<file path="src/logic/host_ctl_defs.vh">
// Purpose: Offsets, field positions, reset values and timing counts for
//          the link host control register bank.
// Assumes: APB byte addresses, one aligned 32-bit word per register.
// Notes:   Definitions only.
`ifndef HOST_CTL_DEFS_VH
`define HOST_CTL_DEFS_VH

// Register byte offsets
`define OFS_VENDOR_IDENTITY    8'h40
`define OFS_HOST_CONTROL_SET   8'h50
`define OFS_HOST_CONTROL_CLEAR 8'h54
`define OFS_EVENT_STATUS       8'h80
`define OFS_EVENT_MASK         8'h88

// Host control field positions
`define BIT_ROM_IMAGE_VALID      31
`define BIT_DATA_SWAP_DISABLE    30
`define BIT_LATE_ACK_ENABLE      29
`define BIT_PHY_CONFIG_DELEGATED 23
`define BIT_PHY_ENHANCEMENT_ON   22
`define BIT_LINK_POWER_ON        19
`define BIT_POSTED_WRITE_ENABLE  18
`define BIT_LINK_ACTIVE          17
`define BIT_SOFTWARE_CLEAR       16

// Bits that both set and clear addresses may change
`define HOST_CONTROL_RSC_MASK 32'h604E_0000

// Event status field positions
`define EVT_LATE_ACK   0
`define EVT_ROM_FETCH  1
`define EVT_WIDTH      2

// Reset values (bits shown as unknown reset to zero here)
`define HOST_CONTROL_RESET 32'h0000_0000
`define EVENT_MASK_RESET   2'h0
`define DELEGATED_RESET    1'b1

// Software reset length in clock cycles
`define SOFT_RESET_CYCLES 4'h8

`endif

</file>
<file path="src/logic/link_host_control.v">
// Purpose: Host control register bank of a serial-bus link controller:
//          identity word, set/clear control pair, event status and mask.
// Assumes: APB slave with zero wait states; link events arrive as
//          one-cycle pulses on the same clock; the strap is a pin.
// Notes:   Read of the event status clears it; a new event beats the
//          read clear. A software clear empties control, status and
//          mask, and holds the link off while its timer runs.
`timescale 1ns/1ns
`default_nettype none
`include "host_ctl_defs.vh"

// Functional notes
// - Identity word is fixed, writes ignored
// - Set address and clear address for flags
// - Image valid software set, hardware cleared
// - Image valid enables ROM block reads
// - Image invalid answers type error
// - Image invalid freezes ROM registers on reset
// - Resets and fetch error clear image valid
// - Swap disable controls DMA byte swapping
// - Late ack enable answers node packets tardy
// - Each tardy ack sets event flag
// - Bits 28 to 24 read zero
// - Delegation flag loaded, defaults to one
// - Link inactive disconnects from serial bus
// - Software clear resets link, reads busy
module link_host_control #(
    parameter [31:0] VENDOR_CODE = 32'h00A5_0001 // Arbitrary identity value
) (
    input  wire        clock,          // 10 MHz system clock
    input  wire        rst_n,          // Asynchronous reset, active low
    input  wire        enable,         // Clock enable, freezes all state
    input  wire        psel,           // APB select
    input  wire        penable,        // APB access phase
    input  wire        pwrite,         // APB write
    input  wire [7:0]  paddr,          // APB byte address
    input  wire [31:0] pwdata,         // APB write data
    output reg  [31:0] prdata,         // APB read data
    output reg         pready,         // APB ready
    output reg         pslverr,        // APB error, unmapped address
    input  wire        delegate_strap, // Serial ROM delegation level, pin
    input  wire        strap_loaded,   // Serial ROM load done, pin
    input  wire        rom_fetch_error,// Info block fetch failed, pulse
    input  wire        rom_read_req,   // ROM block read arrived, pulse
    input  wire        node_async_req, // Async packet to this node, pulse
    input  wire        bus_reset,      // Serial bus reset, pulse
    output reg         rom_read_ack,   // ROM block read answered, pulse
    output reg         rom_type_error, // ROM read refused, pulse
    output reg         late_ack_sent,  // Tardy acknowledge sent, pulse
    output reg         rom_regs_update,// Reload ROM registers, pulse
    output reg         rom_update_en,  // Atomic ROM update enabled
    output reg         byte_swap_on,   // DMA data swapped
    output reg         link_connected, // Link may move packets
    output reg         link_clear,     // Link state and FIFO flush
    output reg         irq             // Level interrupt
);

    reg  [31:0] ctl_q;                 // Host control flags
    reg  [31:0] ctl_d;                 // Next host control flags
    reg  [1:0]  evt_q;                 // Sticky event status
    reg  [1:0]  evt_d;                 // Next event status
    reg  [1:0]  mask_q;                // Event mask
    reg         deleg_q;               // Delegation flag
    reg         strap_seen_q;          // Strap already captured
    reg         sr_start_q;            // Software reset start pulse
    reg  [31:0] rd_d;                  // Read mux
    reg         hit_d;                 // Address is mapped
    wire        delegate_s;            // Synchronised strap level
    wire        loaded_s;              // Synchronised load done
    wire        sr_busy;               // Software reset in progress
    wire        wr_acc;                // Write access phase
    wire        rd_acc;                // Read access phase
    wire        link_on;               // Link active and not clearing
    wire        late_ack_d;            // Tardy acknowledge now

    // Access phase decode; a write lands on the edge that ends it
    assign wr_acc  = psel & penable & pwrite;
    assign rd_acc  = psel & penable & ~pwrite;
    assign link_on = ctl_q[`BIT_LINK_ACTIVE] & ~sr_busy;
    // Tardy answers only while the link moves packets at all
    assign late_ack_d = link_on & node_async_req
                      & ctl_q[`BIT_LATE_ACK_ENABLE];

    // Strap pins cross into the clock domain first
    sync_two_ff u_sync_deleg (
        .clock    (clock),
        .rst_n    (rst_n),
        .enable   (enable),
        .async_in (delegate_strap),
        .sync_out (delegate_s)
    );

    sync_two_ff u_sync_loaded (
        .clock    (clock),
        .rst_n    (rst_n),
        .enable   (enable),
        .async_in (strap_loaded),
        .sync_out (loaded_s)
    );

    // Times the software clear so the flag reads busy meanwhile
    soft_reset_timer u_soft_reset (
        .clock  (clock),
        .rst_n  (rst_n),
        .enable (enable),
        .start  (sr_start_q),
        .busy   (sr_busy)
    );

    // Next value of the control flags. Only the read/set/clear bits take
    // bus writes; the image-valid bit is set by software but cleared only
    // by hardware, so a clear-address write leaves it alone.
    always @* begin
        ctl_d = ctl_q;
        if (wr_acc && paddr == `OFS_HOST_CONTROL_SET) begin
            ctl_d = ctl_q | (pwdata & `HOST_CONTROL_RSC_MASK);
            if (pwdata[`BIT_ROM_IMAGE_VALID]) begin
                ctl_d[`BIT_ROM_IMAGE_VALID] = 1'b1;
            end
        end else if (wr_acc && paddr == `OFS_HOST_CONTROL_CLEAR) begin
            ctl_d = ctl_q & ~(pwdata & `HOST_CONTROL_RSC_MASK);
        end
        // A failed info-block fetch beats a set in the same cycle: the
        // image in memory is known bad, so answering from it is unsafe
        if (rom_fetch_error) begin
            ctl_d[`BIT_ROM_IMAGE_VALID] = 1'b0;
        end
        // Software clear wins over everything above
        if (sr_start_q) begin
            ctl_d = `HOST_CONTROL_RESET;
        end
        // Only writable positions are ever held; the rest read as zero,
        // which keeps the reserved field empty without a read-side mask
        ctl_d = ctl_d & (`HOST_CONTROL_RSC_MASK | 32'h8000_0000);
    end

    // Next value of the event status; a new event beats the read clear
    always @* begin
        evt_d = evt_q;
        if (rd_acc && paddr == `OFS_EVENT_STATUS) begin
            evt_d = 2'h0;
        end
        // A software clear empties the status like the control flags and mask
        if (sr_start_q) begin
            evt_d = 2'h0;
        end
        if (late_ack_d) begin
            evt_d[`EVT_LATE_ACK] = 1'b1;
        end
        if (rom_fetch_error) begin
            evt_d[`EVT_ROM_FETCH] = 1'b1;
        end
    end

    // Read data mux; control bits and delegation are merged in
    always @* begin
        rd_d  = 32'h0000_0000;
        hit_d = 1'b1;
        case (paddr)
            `OFS_VENDOR_IDENTITY: begin
                // Fixed word; no write path reaches it
                rd_d = VENDOR_CODE;
            end
            `OFS_HOST_CONTROL_SET, `OFS_HOST_CONTROL_CLEAR: begin
                // Both addresses read the same flags
                rd_d = ctl_q;
                rd_d[`BIT_PHY_CONFIG_DELEGATED] = deleg_q;
                rd_d[`BIT_SOFTWARE_CLEAR] = sr_busy | sr_start_q;
            end
            `OFS_EVENT_STATUS: begin
                rd_d = {{30{1'b0}}, evt_q}; // Sticky events
            end
            `OFS_EVENT_MASK: begin
                rd_d = {{30{1'b0}}, mask_q}; // Event mask
            end
            default: begin
                // Unmapped: reads zero and answers with an error
                hit_d = 1'b0;
            end
        endcase
    end

    // Control flags and sticky events move together on each enabled edge
    always @(posedge clock or negedge rst_n) begin
        if (!rst_n) begin
            ctl_q <= `HOST_CONTROL_RESET;
            evt_q <= 2'h0;                // No event pending
        end else if (enable) begin
            ctl_q <= ctl_d;               // Writes and hardware clears
            evt_q <= evt_d;               // Events set, status read clears
        end
    end

    // Event mask; a software clear puts it back to its reset value
    always @(posedge clock or negedge rst_n) begin
        if (!rst_n) begin
            mask_q <= `EVENT_MASK_RESET;
        end else if (enable) begin
            if (sr_start_q) begin
                mask_q <= `EVENT_MASK_RESET;
            end else if (wr_acc && paddr == `OFS_EVENT_MASK) begin
                mask_q <= pwdata[`EVT_WIDTH-1:0]; // Whole mask replaced
            end
        end
    end

    // Delegation flag: reads one until the serial ROM load is seen, then
    // takes the strap once. Later strap movement is ignored on purpose,
    // so a bouncing pin cannot flip the flag under a running driver.
    always @(posedge clock or negedge rst_n) begin
        if (!rst_n) begin
            deleg_q      <= `DELEGATED_RESET;
            strap_seen_q <= 1'b0;
        end else if (enable) begin
            if (loaded_s && !strap_seen_q) begin
                deleg_q      <= delegate_s;
                strap_seen_q <= 1'b1;       // Capture only once
            end
        end
    end

    // Software clear start: one pulse per accepted request. A request
    // while a clear runs is dropped; restarting the timer would stretch
    // the busy time for as long as software keeps writing.
    always @(posedge clock or negedge rst_n) begin
        if (!rst_n) begin
            sr_start_q <= 1'b0;
        end else if (enable) begin
            sr_start_q <= wr_acc && paddr == `OFS_HOST_CONTROL_SET
                        && pwdata[`BIT_SOFTWARE_CLEAR]
                        && !sr_busy && !sr_start_q;
        end
    end

    // Bus answer: the setup phase raises ready, so every access ends
    // after one access cycle. Read data is captured at setup, so a
    // status read returns the events seen before its own clear.
    always @(posedge clock or negedge rst_n) begin
        if (!rst_n) begin
            prdata  <= 32'h0000_0000;
            pready  <= 1'b0;
            pslverr <= 1'b0;
        end else if (enable) begin
            pready  <= psel & ~penable;          // Access phase next
            pslverr <= psel & ~penable & ~hit_d; // Unmapped address
            if (psel && !penable && !pwrite) begin
                prdata <= rd_d;                  // Read of this setup
            end
        end
    end

    // Serial-bus answers, one cycle after the request
    always @(posedge clock or negedge rst_n) begin
        if (!rst_n) begin
            rom_read_ack    <= 1'b0;
            rom_type_error  <= 1'b0;
            late_ack_sent   <= 1'b0;
            rom_regs_update <= 1'b0;
        end else if (enable) begin
            // ROM reads while the link is on: answered when image valid, refused otherwise
            rom_read_ack   <= link_on & rom_read_req
                            & ctl_q[`BIT_ROM_IMAGE_VALID];
            rom_type_error <= link_on & rom_read_req
                            & ~ctl_q[`BIT_ROM_IMAGE_VALID];
            late_ack_sent  <= late_ack_d;
            // ROM registers only reload on bus reset with a valid image
            rom_regs_update <= bus_reset
                             & ctl_q[`BIT_ROM_IMAGE_VALID];
        end
    end

    // Levels that follow the control flags, one cycle behind them
    always @(posedge clock or negedge rst_n) begin
        if (!rst_n) begin
            rom_update_en  <= 1'b0;
            byte_swap_on   <= 1'b0;
            link_connected <= 1'b0;
            link_clear     <= 1'b0;
        end else if (enable) begin
            rom_update_en  <= ctl_q[`BIT_ROM_IMAGE_VALID];
            byte_swap_on   <= ~ctl_q[`BIT_DATA_SWAP_DISABLE];
            link_connected <= link_on;
            link_clear     <= sr_busy | sr_start_q;
        end
    end

    // Interrupt level; built from the next status so that a read clear
    // and the interrupt drop fall on the same edge
    always @(posedge clock or negedge rst_n) begin
        if (!rst_n) begin
            irq <= 1'b0;
        end else if (enable) begin
            irq <= |(evt_d & mask_q); // Unmasked sticky events
        end
    end

endmodule // link_host_control
`default_nettype wire

</file>
<file path="src/logic/soft_reset_timer.v">
// Purpose: Times the software-initiated clear of the link logic.
// Assumes: Start is a one-cycle pulse on the same clock.
// Notes:   Busy stays high for a fixed number of cycles.
`timescale 1ns/1ns
`default_nettype none
`include "host_ctl_defs.vh"

module soft_reset_timer (
    input  wire clock,      // System clock
    input  wire rst_n,      // Asynchronous reset, active low
    input  wire enable,     // Clock enable
    input  wire start,      // Begin a software reset
    output reg  busy        // High while the reset is in progress
);

    reg [3:0] count_q;      // Cycles left in the reset

    // Load on start, count down to zero, busy follows the count
    always @(posedge clock or negedge rst_n) begin
        if (!rst_n) begin
            count_q <= 4'h0;
            busy    <= 1'b0;
        end else if (enable) begin
            if (start) begin
                count_q <= `SOFT_RESET_CYCLES;
                busy    <= 1'b1;
            end else if (count_q != 4'h0) begin
                count_q <= count_q - 4'h1;
                busy    <= (count_q != 4'h1);
            end else begin
                busy    <= 1'b0;
            end
        end
    end

endmodule // soft_reset_timer
`default_nettype wire

</file>
<file path="src/logic/sync_two_ff.v">
// Purpose: Two flip-flop synchroniser for a single level.
// Assumes: Input is asynchronous to clock.
// Notes:   First stage is read only by the second stage.
`timescale 1ns/1ns
`default_nettype none

module sync_two_ff (
    input  wire clock,      // System clock
    input  wire rst_n,      // Asynchronous reset, active low
    input  wire enable,     // Clock enable
    input  wire async_in,   // Level from outside the domain
    output reg  sync_out    // Synchronised level
);

    reg meta_q;             // First stage, metastability catcher

    // Two stages in series
    always @(posedge clock or negedge rst_n) begin
        if (!rst_n) begin
            meta_q   <= 1'b0;
            sync_out <= 1'b0;
        end else if (enable) begin
            meta_q   <= async_in;
            sync_out <= meta_q;
        end
    end

endmodule // sync_two_ff
`default_nettype wire
</file>
<file path="config.mk">
export PLATFORM = sky130hd
export DESIGN_NAME = link_host_control
export DESIGN_NICKNAME = d
export VERILOG_FILES = /design/src/logic/link_host_control.v /design/src/logic/soft_reset_timer.v /design/src/logic/sync_two_ff.v
export VERILOG_INCLUDE_DIRS = /design/src /design/src/logic
export SDC_FILE = /design/constraint.sdc
export NUM_CORES = 1
export LEC_CHECK = 0
export BUFFER_PORTS_ARGS = -buffer_cell sky130_fd_sc_hd__buf_2
export CORE_ASPECT_RATIO = 0.6
export CORE_MARGIN = 2
export CORE_UTILIZATION = 52
export DETAILED_ROUTE_END_ITERATION = 16
export GPL_ROUTABILITY_DRIVEN = 0
export PLACE_DENSITY = 0.83
export RECOVER_POWER = 50
export SLEW_MARGIN = 15
export SYNTH_ARGS = -nofsm -noshare
export SYNTH_HDL_FRONTEND = slang
export SYNTH_SLANG_ARGS = --single-unit
</file>
<file path="constraint.sdc">
create_clock -name clock -period 4.15 [get_ports clock]
set_input_delay 1.245 -clock clock [delete_from_list [all_inputs] [get_ports clock]]
set_output_delay 1.245 -clock clock [all_outputs]
set_load 0.02 [all_outputs]
</file>
After elaboration in Yosys (flattened, before gate mapping) --
Cells that the tools add are included.
Storage, ports and cells: word-level logic and storage cells 101, register bits after elaboration 66
Operators by class: bitwise gates (word level) 23, muxes and demuxes 17, $add $sub $neg 1, equal/unequal tests 6, reductions and logical operators 29
Operator list (count):
- $pmux 32 s4 | 1
- $mux 32 | 3
- $and 32x32->32 | 1
- $not 31->32 | 1
- $or 32x31->32 | 1
- $eq 8x7->1 const B | 3
- $eq 8x8->1 const B | 2
- $and 1x1->1 | 12
- $reduce_and 2->1 | 6
- $logic_and 1x1->1 | 10
- $mux 2 | 4
- $mux 4 | 2
- $reduce_bool 4->1 | 2
- $mux 1 | 7
- $not 1->1 | 6
- $logic_not 1->1 | 5
- $reduce_or 5->1 | 1
- $ne 4x1->1 const B | 1
- $reduce_bool 2->1 | 2
- $reduce_or 2->1 | 2
- $sub 4x1->4 const B | 1
- $reduce_bool 3->1 | 1
- $and 2x2->2 | 1
- $or 1x1->1 | 1

Depth between registers and ports, before layout --
Gate-level depths: netlist (run 1).
depth after elaboration 8, mapped depth 6, gate-level depth less buffers 6

Modules after synthesis --
A second synthesis (run 1) with hierarchy kept.
Unflattened totals: cells, all modules 211, area, all modules 2319.7 µm²
By module, submodules not included:
- link_host_control | instances 1, area each 1873.0 µm², cells an instance 172
- soft_reset_timer | instances 1, area each 301.5 µm², cells an instance 31
- sync_two_ff | instances 2, area each 72.6 µm², cells an instance 4

Least setup slack after synthesis (run 1) --
No wires, ideal clock.
kind input port to flip-flop, start input port paddr[5], end register ctl_q[30], setup slack 1.490 ns, arrival time 2.541 ns, buffers on the path 1, cell stages on the path 5, required time 4.030 ns, path through or4b_4 > nor4b_4 > buf_4 > a21oi_1 > a31o_1
Between the ends: word-level cells in the longest chain between the ends 4
RTL lines:
- start, declared | RTL line link_host_control.v:36 | input wire [7:0] paddr,
- $eq 8x7->1
- $logic_and 1x1->1 (no line)
- $reduce_bool 3->1 (no line) or $mux 32 (tied branches)
- $reduce_and 2->1 (no line) or $mux 32 (tied branches)
- end signal, assigned | RTL line link_host_control.v:186 | ctl_q <= `HOST_CONTROL_RESET;
- end signal, assigned | RTL line link_host_control.v:189 | ctl_q <= ctl_d;
- end, declared | RTL line link_host_control.v:58 | reg [31:0] ctl_q;
Parallel ways exist; a longest one is shown, timed or not. A chain may end at the register's enable or synchronous reset.

==> results of run 1 <==
[Yosys cell counts, types with 2 or more instances]
cell       instances
a22o_1             6
inv_1             16
nor2b_1            3
a221o_1            3
nand4_1            2
nor3_1             4
nand2b_1           2
o211ai_1           5
buf_2              2
ha_1               2
a21o_1             3
clkbuf_1           7
nor2_1            13
a21oi_1            7
dfrtp_1           45
a211o_1            5
o21ai_0           10
o22ai_1            2
a31oi_1            2
mux2_2             6
o2bb2ai_1          2
buf_4             21
nand3_1            8
mux2i_1            3
nand2_1           14
[worst paths after layout]
path / cells after the start / to / slack, ns / startpoint
min reg2reg: 2 / byte_swap_on$_DFFE_PN0P_ / 0.48 / byte_swap_on$_DFFE_PN0P_
max in group asynchronous: 1 / u_soft_reset.count_q[1]$_DFFE_PN0P_ / 2.46 / rst_n
max: 5 / irq$_DFFE_PN0P_ / 1.20 / enable
min in group asynchronous: 1 / byte_swap_on$_DFFE_PN0P_ / 1.08 / rst_n
max reg2reg: 6 / u_soft_reset.count_q[1]$_DFFE_PN0P_ / 2.59 / u_soft_reset.count_q[1]$_DFFE_PN0P_
min: 2 / byte_swap_on$_DFFE_PN0P_ / 0.48 / byte_swap_on$_DFFE_PN0P_
[layout by cell type (no fill, tap or decap), drive strengths merged, types with 3 or more instances in the layout]
master / instances
mux2i: 3
conb: 20
o211ai: 5
a221o: 3
buf: 52
nor2b: 3
nand3: 8
nand2: 14
dfrtp: 45
a21oi: 7
a22o: 6
nor2: 13
mux2: 7
clkbuf: 7
a21o: 3
a211o: 5
nor3: 5
inv: 16
o21ai: 11
[worst min-delay path: cells and delay by family (launching register included)]
| family | cells | cell delay (ns) |
|---|---|---|
| AND/OR/NAND/NOR | 1 | 0.05 |
| flip-flops | 1 | 0.35 |
| AO/OA/AOI/OAI | 1 | 0.05 |
[registers in the layout, indices dropped and copies added, names as in the netlist]
name and count:
u_sync_loaded.sync_out 1, link_clear 1, sr_start_q 1, byte_swap_on 1, link_connected 1, u_sync_loaded.meta_q 1
irq 1, mask_q 2, strap_seen_q 1, rom_type_error 1, prdata 12, evt_q 2
u_sync_deleg.sync_out 1, deleg_q 1, rom_update_en 1, pslverr 1, u_soft_reset.busy 1, rom_regs_update 1
pready 1, u_sync_deleg.meta_q 1, rom_read_ack 1, u_soft_reset.count_q 4, late_ack_sent 1, ctl_q 7
[power groups by stage]
stage               combinational [mW]  clock [mW]  sequential, mW
finish                           0.240       0.279           0.549
global route                     0.271       0.302           0.556
CTS                              0.243       0.280           0.549
detailed placement               0.240           0           0.556
global placement                 0.229           0           0.553
floorplan                        0.159           0           0.567
[per-layer routing]
metal	vias up	part of all wire, %	track usage (%)	wire length (um)
met5	-	0	0	0
met4	0	1.9	8.57	95
met3	11	5.4	5.05	267
met2	48	47	32.8	2350
met1	887	45	28.8	2260
li1	846	-	-	-
[stage by stage]
stage	setup WS, ns	total power, mW	hold slack [ns]	utilization [%]	std cells
2_1_floorplan	1.49	0.726	0.435	-	241
3_3_place_gp	1.14	0.782	0.452	60.3	324
3_5_place_dp	1.08	0.796	0.467	60.3	324
4_1_cts	1.40	1.07	0.490	62.5	332
5_1_grt	0.951	1.13	0.499	62.2	332
6_report	1.20	1.07	0.483	62.2	332
[kinds of logic after synthesis]
logic type                 after synthesis
buffers and inverters                   47
adders and majority gates                2
other                                    1
AOI/OAI and AO/OA                       53
muxes                                   10
and+or+nand+nor                         63
DFF                                     46
[cell type report]
| type | instances | area [sq um] | area share, % |
|---|---|---|---|
| clock buffer | 5 | 68.8 | 2.64 |
| clock inverter | 3 | 21.3 | 0.816 |
| inverter | 16 | 60.1 | 2.30 |
| multi-input combinational | 148 | 958 | 36.8 |
| sequential | 46 | 1150 | 44.2 |
| tap | 60 | 75.1 | 2.88 |
| timing repair buffer | 54 | 270 | 10.4 |
==> results.cfg, run 1 <==
[status]
status = completed

[synth]
synthMuxAreaShare_pct = 4.73
synth_top_area_share_pct = 48.9
yosysUniqueCellTypes = 54
synth_area_per_cell_sq_um = 10.4
synthAdderAreaFrac_pct = 1.09
synth_compound_area_share_pct = 16.5
synth_edf_count = 0
dominantRegCellSynth = dfrtp_1
syn_inst = 222
synth_top_family_by_area = compound AO/OA/AOI/OAI gates
async_flop_share_pct = 100
netlist_area_sq_mm = 0.00230
ys_seq_area_share_pct = 50.0
yosys-top-cells-area = dfrtp_1 (49%), buf_4 (6.8%), mux2_2 (2.9%)
synthSimpleGateAreaFrac_pct = 16.3
synth_warnings = 0
yosys.area_share.xor_xnor_pct = 0
ys_ff_latch = 46
synth_area_leader_cell = dfrtp_1

[power_and_ir_drop]
clockPowerShare_pct = 26.1
power_frac_seq_pct = 51.4
internal-power_mw = 0.717
p_sw_share_pct = 32.9
net-switching-power_mw = 0.351
vdd_ir_drop_max_mv = 0.199
combPwrFrac_pct = 22.5
p_per_area_mw_per_mm2 = 410
p_leak_nw = 1.35

[worst_setup_path]
start_kind = input pin
cp-end-kind = flip-flop
critical_path_peak_fanout = 33
worst_ep_arrival_time_ns = 3.17
critPathTopFamily = buffers and inverters
worst_path_max_delay_cell = clkbuf_1
path_buf_inv = 2
max_stage_delay_ns = 1.05
path_common_cell = clkbuf_1
path_class = in -> reg
crit_chain = clkbuf_1, clkbuf_1, and4_1, a31oi_1, o2111ai_1
required_ns = 4.37

[detailed_routing]
postRouteAntennaNets = 0
wl_per_cell_um = 15.0
num_vias = 1792
drc_errors = 0
firstDrtPassIters = 4
via_per_inst = 5.40
drt_iter0_markers = 104
drt-total-wl_um = 4970

[die]
start_util_pct = 55.0
core-area_sq_mm = 0.00419
fp.dieW_um = 89.9
ios = 95
rows = 18
die_y_um = 55.6
die_area_sq_mm = 0.00500

[finish]
nets = 325
syn_to_final_growth_pct = 13.1
final_area_sq_mm = 0.00261
drive_gt1_share_pct = 26.1
antenna-diode-count = 0
n_fill_cell = 377

[clock_tree]
insertion_delay_ns = 0.31
h-tree-depth = 2
cts_tree = yes
numCtsBuffers = 5
cts_setup_buffers = 0
root_buffer = clkbuf_8
cts.sinks = 46
cts_resized = 0
clk_path_buf_depth = 2
clkTransAtPathRegs_ns = 0.09
ctsHoldBuffers = 0

[sta]
tns_ns = 0
fin_skew_ns = 0.00762
slew_viol_final = 0
post-route-period-util_pct = 71.1
clock.fmax_mhz = 339
min_period_ns = 2.95
hold_viol_final = 0
finalSetupViolations = 0
rsz0062_at_grt = false
slew_headroom_pct = 6.84
worst_pin_slew_ns = 1.40

[global_routing]
grt_overflow_total = 0
antenna_found_initial = 0
grt_max_degree = 47
grt_pass1_wl_um = 8220
grt_pass1_vias = 1653
track_usage_pct = 21.1

[min_path]
hp-class = reg -> reg

[placement]
post_dp_cell_area_sq_mm = 0.00253
portBuffers = 52
dp_hpwl_um = 3590

[run]
max_cap_viol_count = 0
(Power assumes the default switching activity.)
==> run 2, diff against run 1 <==
--- a/config.mk
+++ b/config.mk
@@ -9,10 +9,10 @@
 export BUFFER_PORTS_ARGS = -buffer_cell sky130_fd_sc_hd__buf_2
 export CORE_ASPECT_RATIO = 0.6
 export CORE_MARGIN = 2
-export CORE_UTILIZATION = 52
+export CORE_UTILIZATION = 43
 export DETAILED_ROUTE_END_ITERATION = 16
 export GPL_ROUTABILITY_DRIVEN = 0
-export PLACE_DENSITY = 0.83
+export PLACE_DENSITY = 0.74
 export RECOVER_POWER = 50
 export SLEW_MARGIN = 15
 export SYNTH_ARGS = -nofsm -noshare
==> constraint.sdc (replaced) <==
create_clock -name clock -period 2.46 [get_ports clock]
set_input_delay 0.738 -clock clock [delete_from_list [all_inputs] [get_ports clock]]
set_output_delay 0.738 -clock clock [all_outputs]
set_load 0.02 [all_outputs]
==> results.cfg, run 2 (synthesized netlist as in run 1, its figures left out) <==
[finish]
final_common_cell = buf_2
largest_register = prdata
final_core_utilization_pct = 52.4
largest_reg_flops = 12
syn_to_final_growth_pct = 16.1
nets = 331
multi_input_area_sq_um = 965
n_fill_cell = 483
fin_cells = 344
seq_area_sq_mm = 0.00115
drive_gt1_share_pct = 27.3
antenna-diode-count = 0
reg.largest.list = prdata: 12 flops, ctl_q: 7 flops, u_soft_reset.count_q: 4 flops
final_cell_mix = buf_2 (50), dfrtp_1 (45), conb_1 (20)

[worst_setup_path]
critical_path_peak_fanout = 14
start_kind = input pin
cp-end-kind = flip-flop
path_class = in -> reg
r2r_setup_slack_ns = 0.93
worst_ep_arrival_time_ns = 2.19
required_ns = 2.65

[detailed_routing]
drt_iter0_markers = 88
drc_errors = 0
via_per_inst = 5.16
postRouteAntennaNets = 0
num_vias = 1774
drt-total-wl_um = 5050
wl_per_cell_um = 14.7
firstDrtPassIters = 4

[clock_tree]
cts_resized = 0
cts_tree = yes
insertion_delay_ns = 0.30
root_buffer = clkbuf_8
h-tree-depth = 2
numCtsBuffers = 5
clkTransAtPathRegs_ns = 0.09
cts_setup_buffers = 0
cts.sinks = 46
clk_path_buf_depth = 2
ctsHoldBuffers = 0

[die]
start_util_pct = 45.1
rows = 20
ios = 95
die_y_um = 60.7
core-area_sq_mm = 0.00510
die_area_sq_mm = 0.00598
fp.dieW_um = 98.5

[global_routing]
grt_max_degree = 41
grt_overflow_total = 0
track_usage_pct = 17.6
antenna_found_initial = 0
grt_pass1_vias = 1641
grt_pass1_wl_um = 8080

[power_and_ir_drop]
p_per_area_mw_per_mm2 = 677
p_leak_nw = 1.38
vdd_ir_drop_max_mv = 0.274

[placement]
dp_hpwl_um = 3720
portBuffers = 52
place_inst = 336
pre_cts_ws_ns = 0.160

[run]
max_cap_viol_count = 0

[sta]
worst_pin_slew_ns = 0.990
min_period_ns = 2.00
clock.fmax_mhz = 501
tns_ns = 0
post-route-period-util_pct = 81.1
slew_headroom_pct = 34.0
worst_hold_slack_ns = 0.311
finalSetupViolations = 0
fin_skew_ns = 0.0103
final.setup.worst_slack_ns = 0.464
rsz0062_at_grt = false
slew_viol_final = 0
hold_viol_final = 0

[min_path]
hp-class = in -> async

[status]
status = completed
-- run 2: metrics by stage --
stage               cell area, sq um  total power [mW]
finish                          2680              1.81
global route                    2680              1.93
CTS                             2690              1.83
detailed placement              2590              1.35
global placement                2590              1.33
floorplan                       2370              1.23
-- run 2: layout make-up --
type	count	area share, %
Clock buffer	6	3.09
Clock inverter	2	0.468
Inverter	16	2.25
Multi-Input combinational cell	148	36.1
Sequential cell	46	43.1
Tap cell	66	3.09
Timing Repair Buffer	60	12.0
-- run 2: per-layer routing --
layer	up-vias	routed length (um)	global-route usage, %
met5	-	0	0
met4	0	21	2.94
met3	2	406	5.18
met2	65	2090	25.9
met1	849	2540	26.3
li1	858	-	-
-- run 2: critical path, stage by stage --
cell     delay, ns
buf_2         0.13
or4b_4        0.58
nor4b_4       0.30
buf_12        0.18
a21oi_1       0.06
a31o_1        0.18
-- run 2: final timing paths --
kind	startpoint	endpoint	cells past startpoint
min in group clock	strap_seen_q$_DFFE_PN0P_	strap_seen_q$_DFFE_PN0P_	1
max in group asynchronous	rst_n	mask_q[0]$_DFFE_PN0P_	2
worst min register to register	strap_seen_q$_DFFE_PN0P_	strap_seen_q$_DFFE_PN0P_	1
worst max-delay path	paddr[5]	ctl_q[30]$_DFFE_PN0P_	6
worst min-delay path	rst_n	prdata[21]$_DFFE_PN0P_	1
worst max register to register	u_soft_reset.count_q[1]$_DFFE_PN0P_	u_soft_reset.count_q[1]$_DFFE_PN0P_	6
-- run 2: power by group --
| group | total [mW] | internal, mW | switching (mW) |
|---|---|---|---|
| Combinational | 0.406 | 0.159 | 0.247 |
| Sequential | 0.920 | 0.851 | 0.0692 |
| Clock | 0.484 | 0.226 | 0.258 |
| Total | 1.81 | 1.24 | 0.574 |
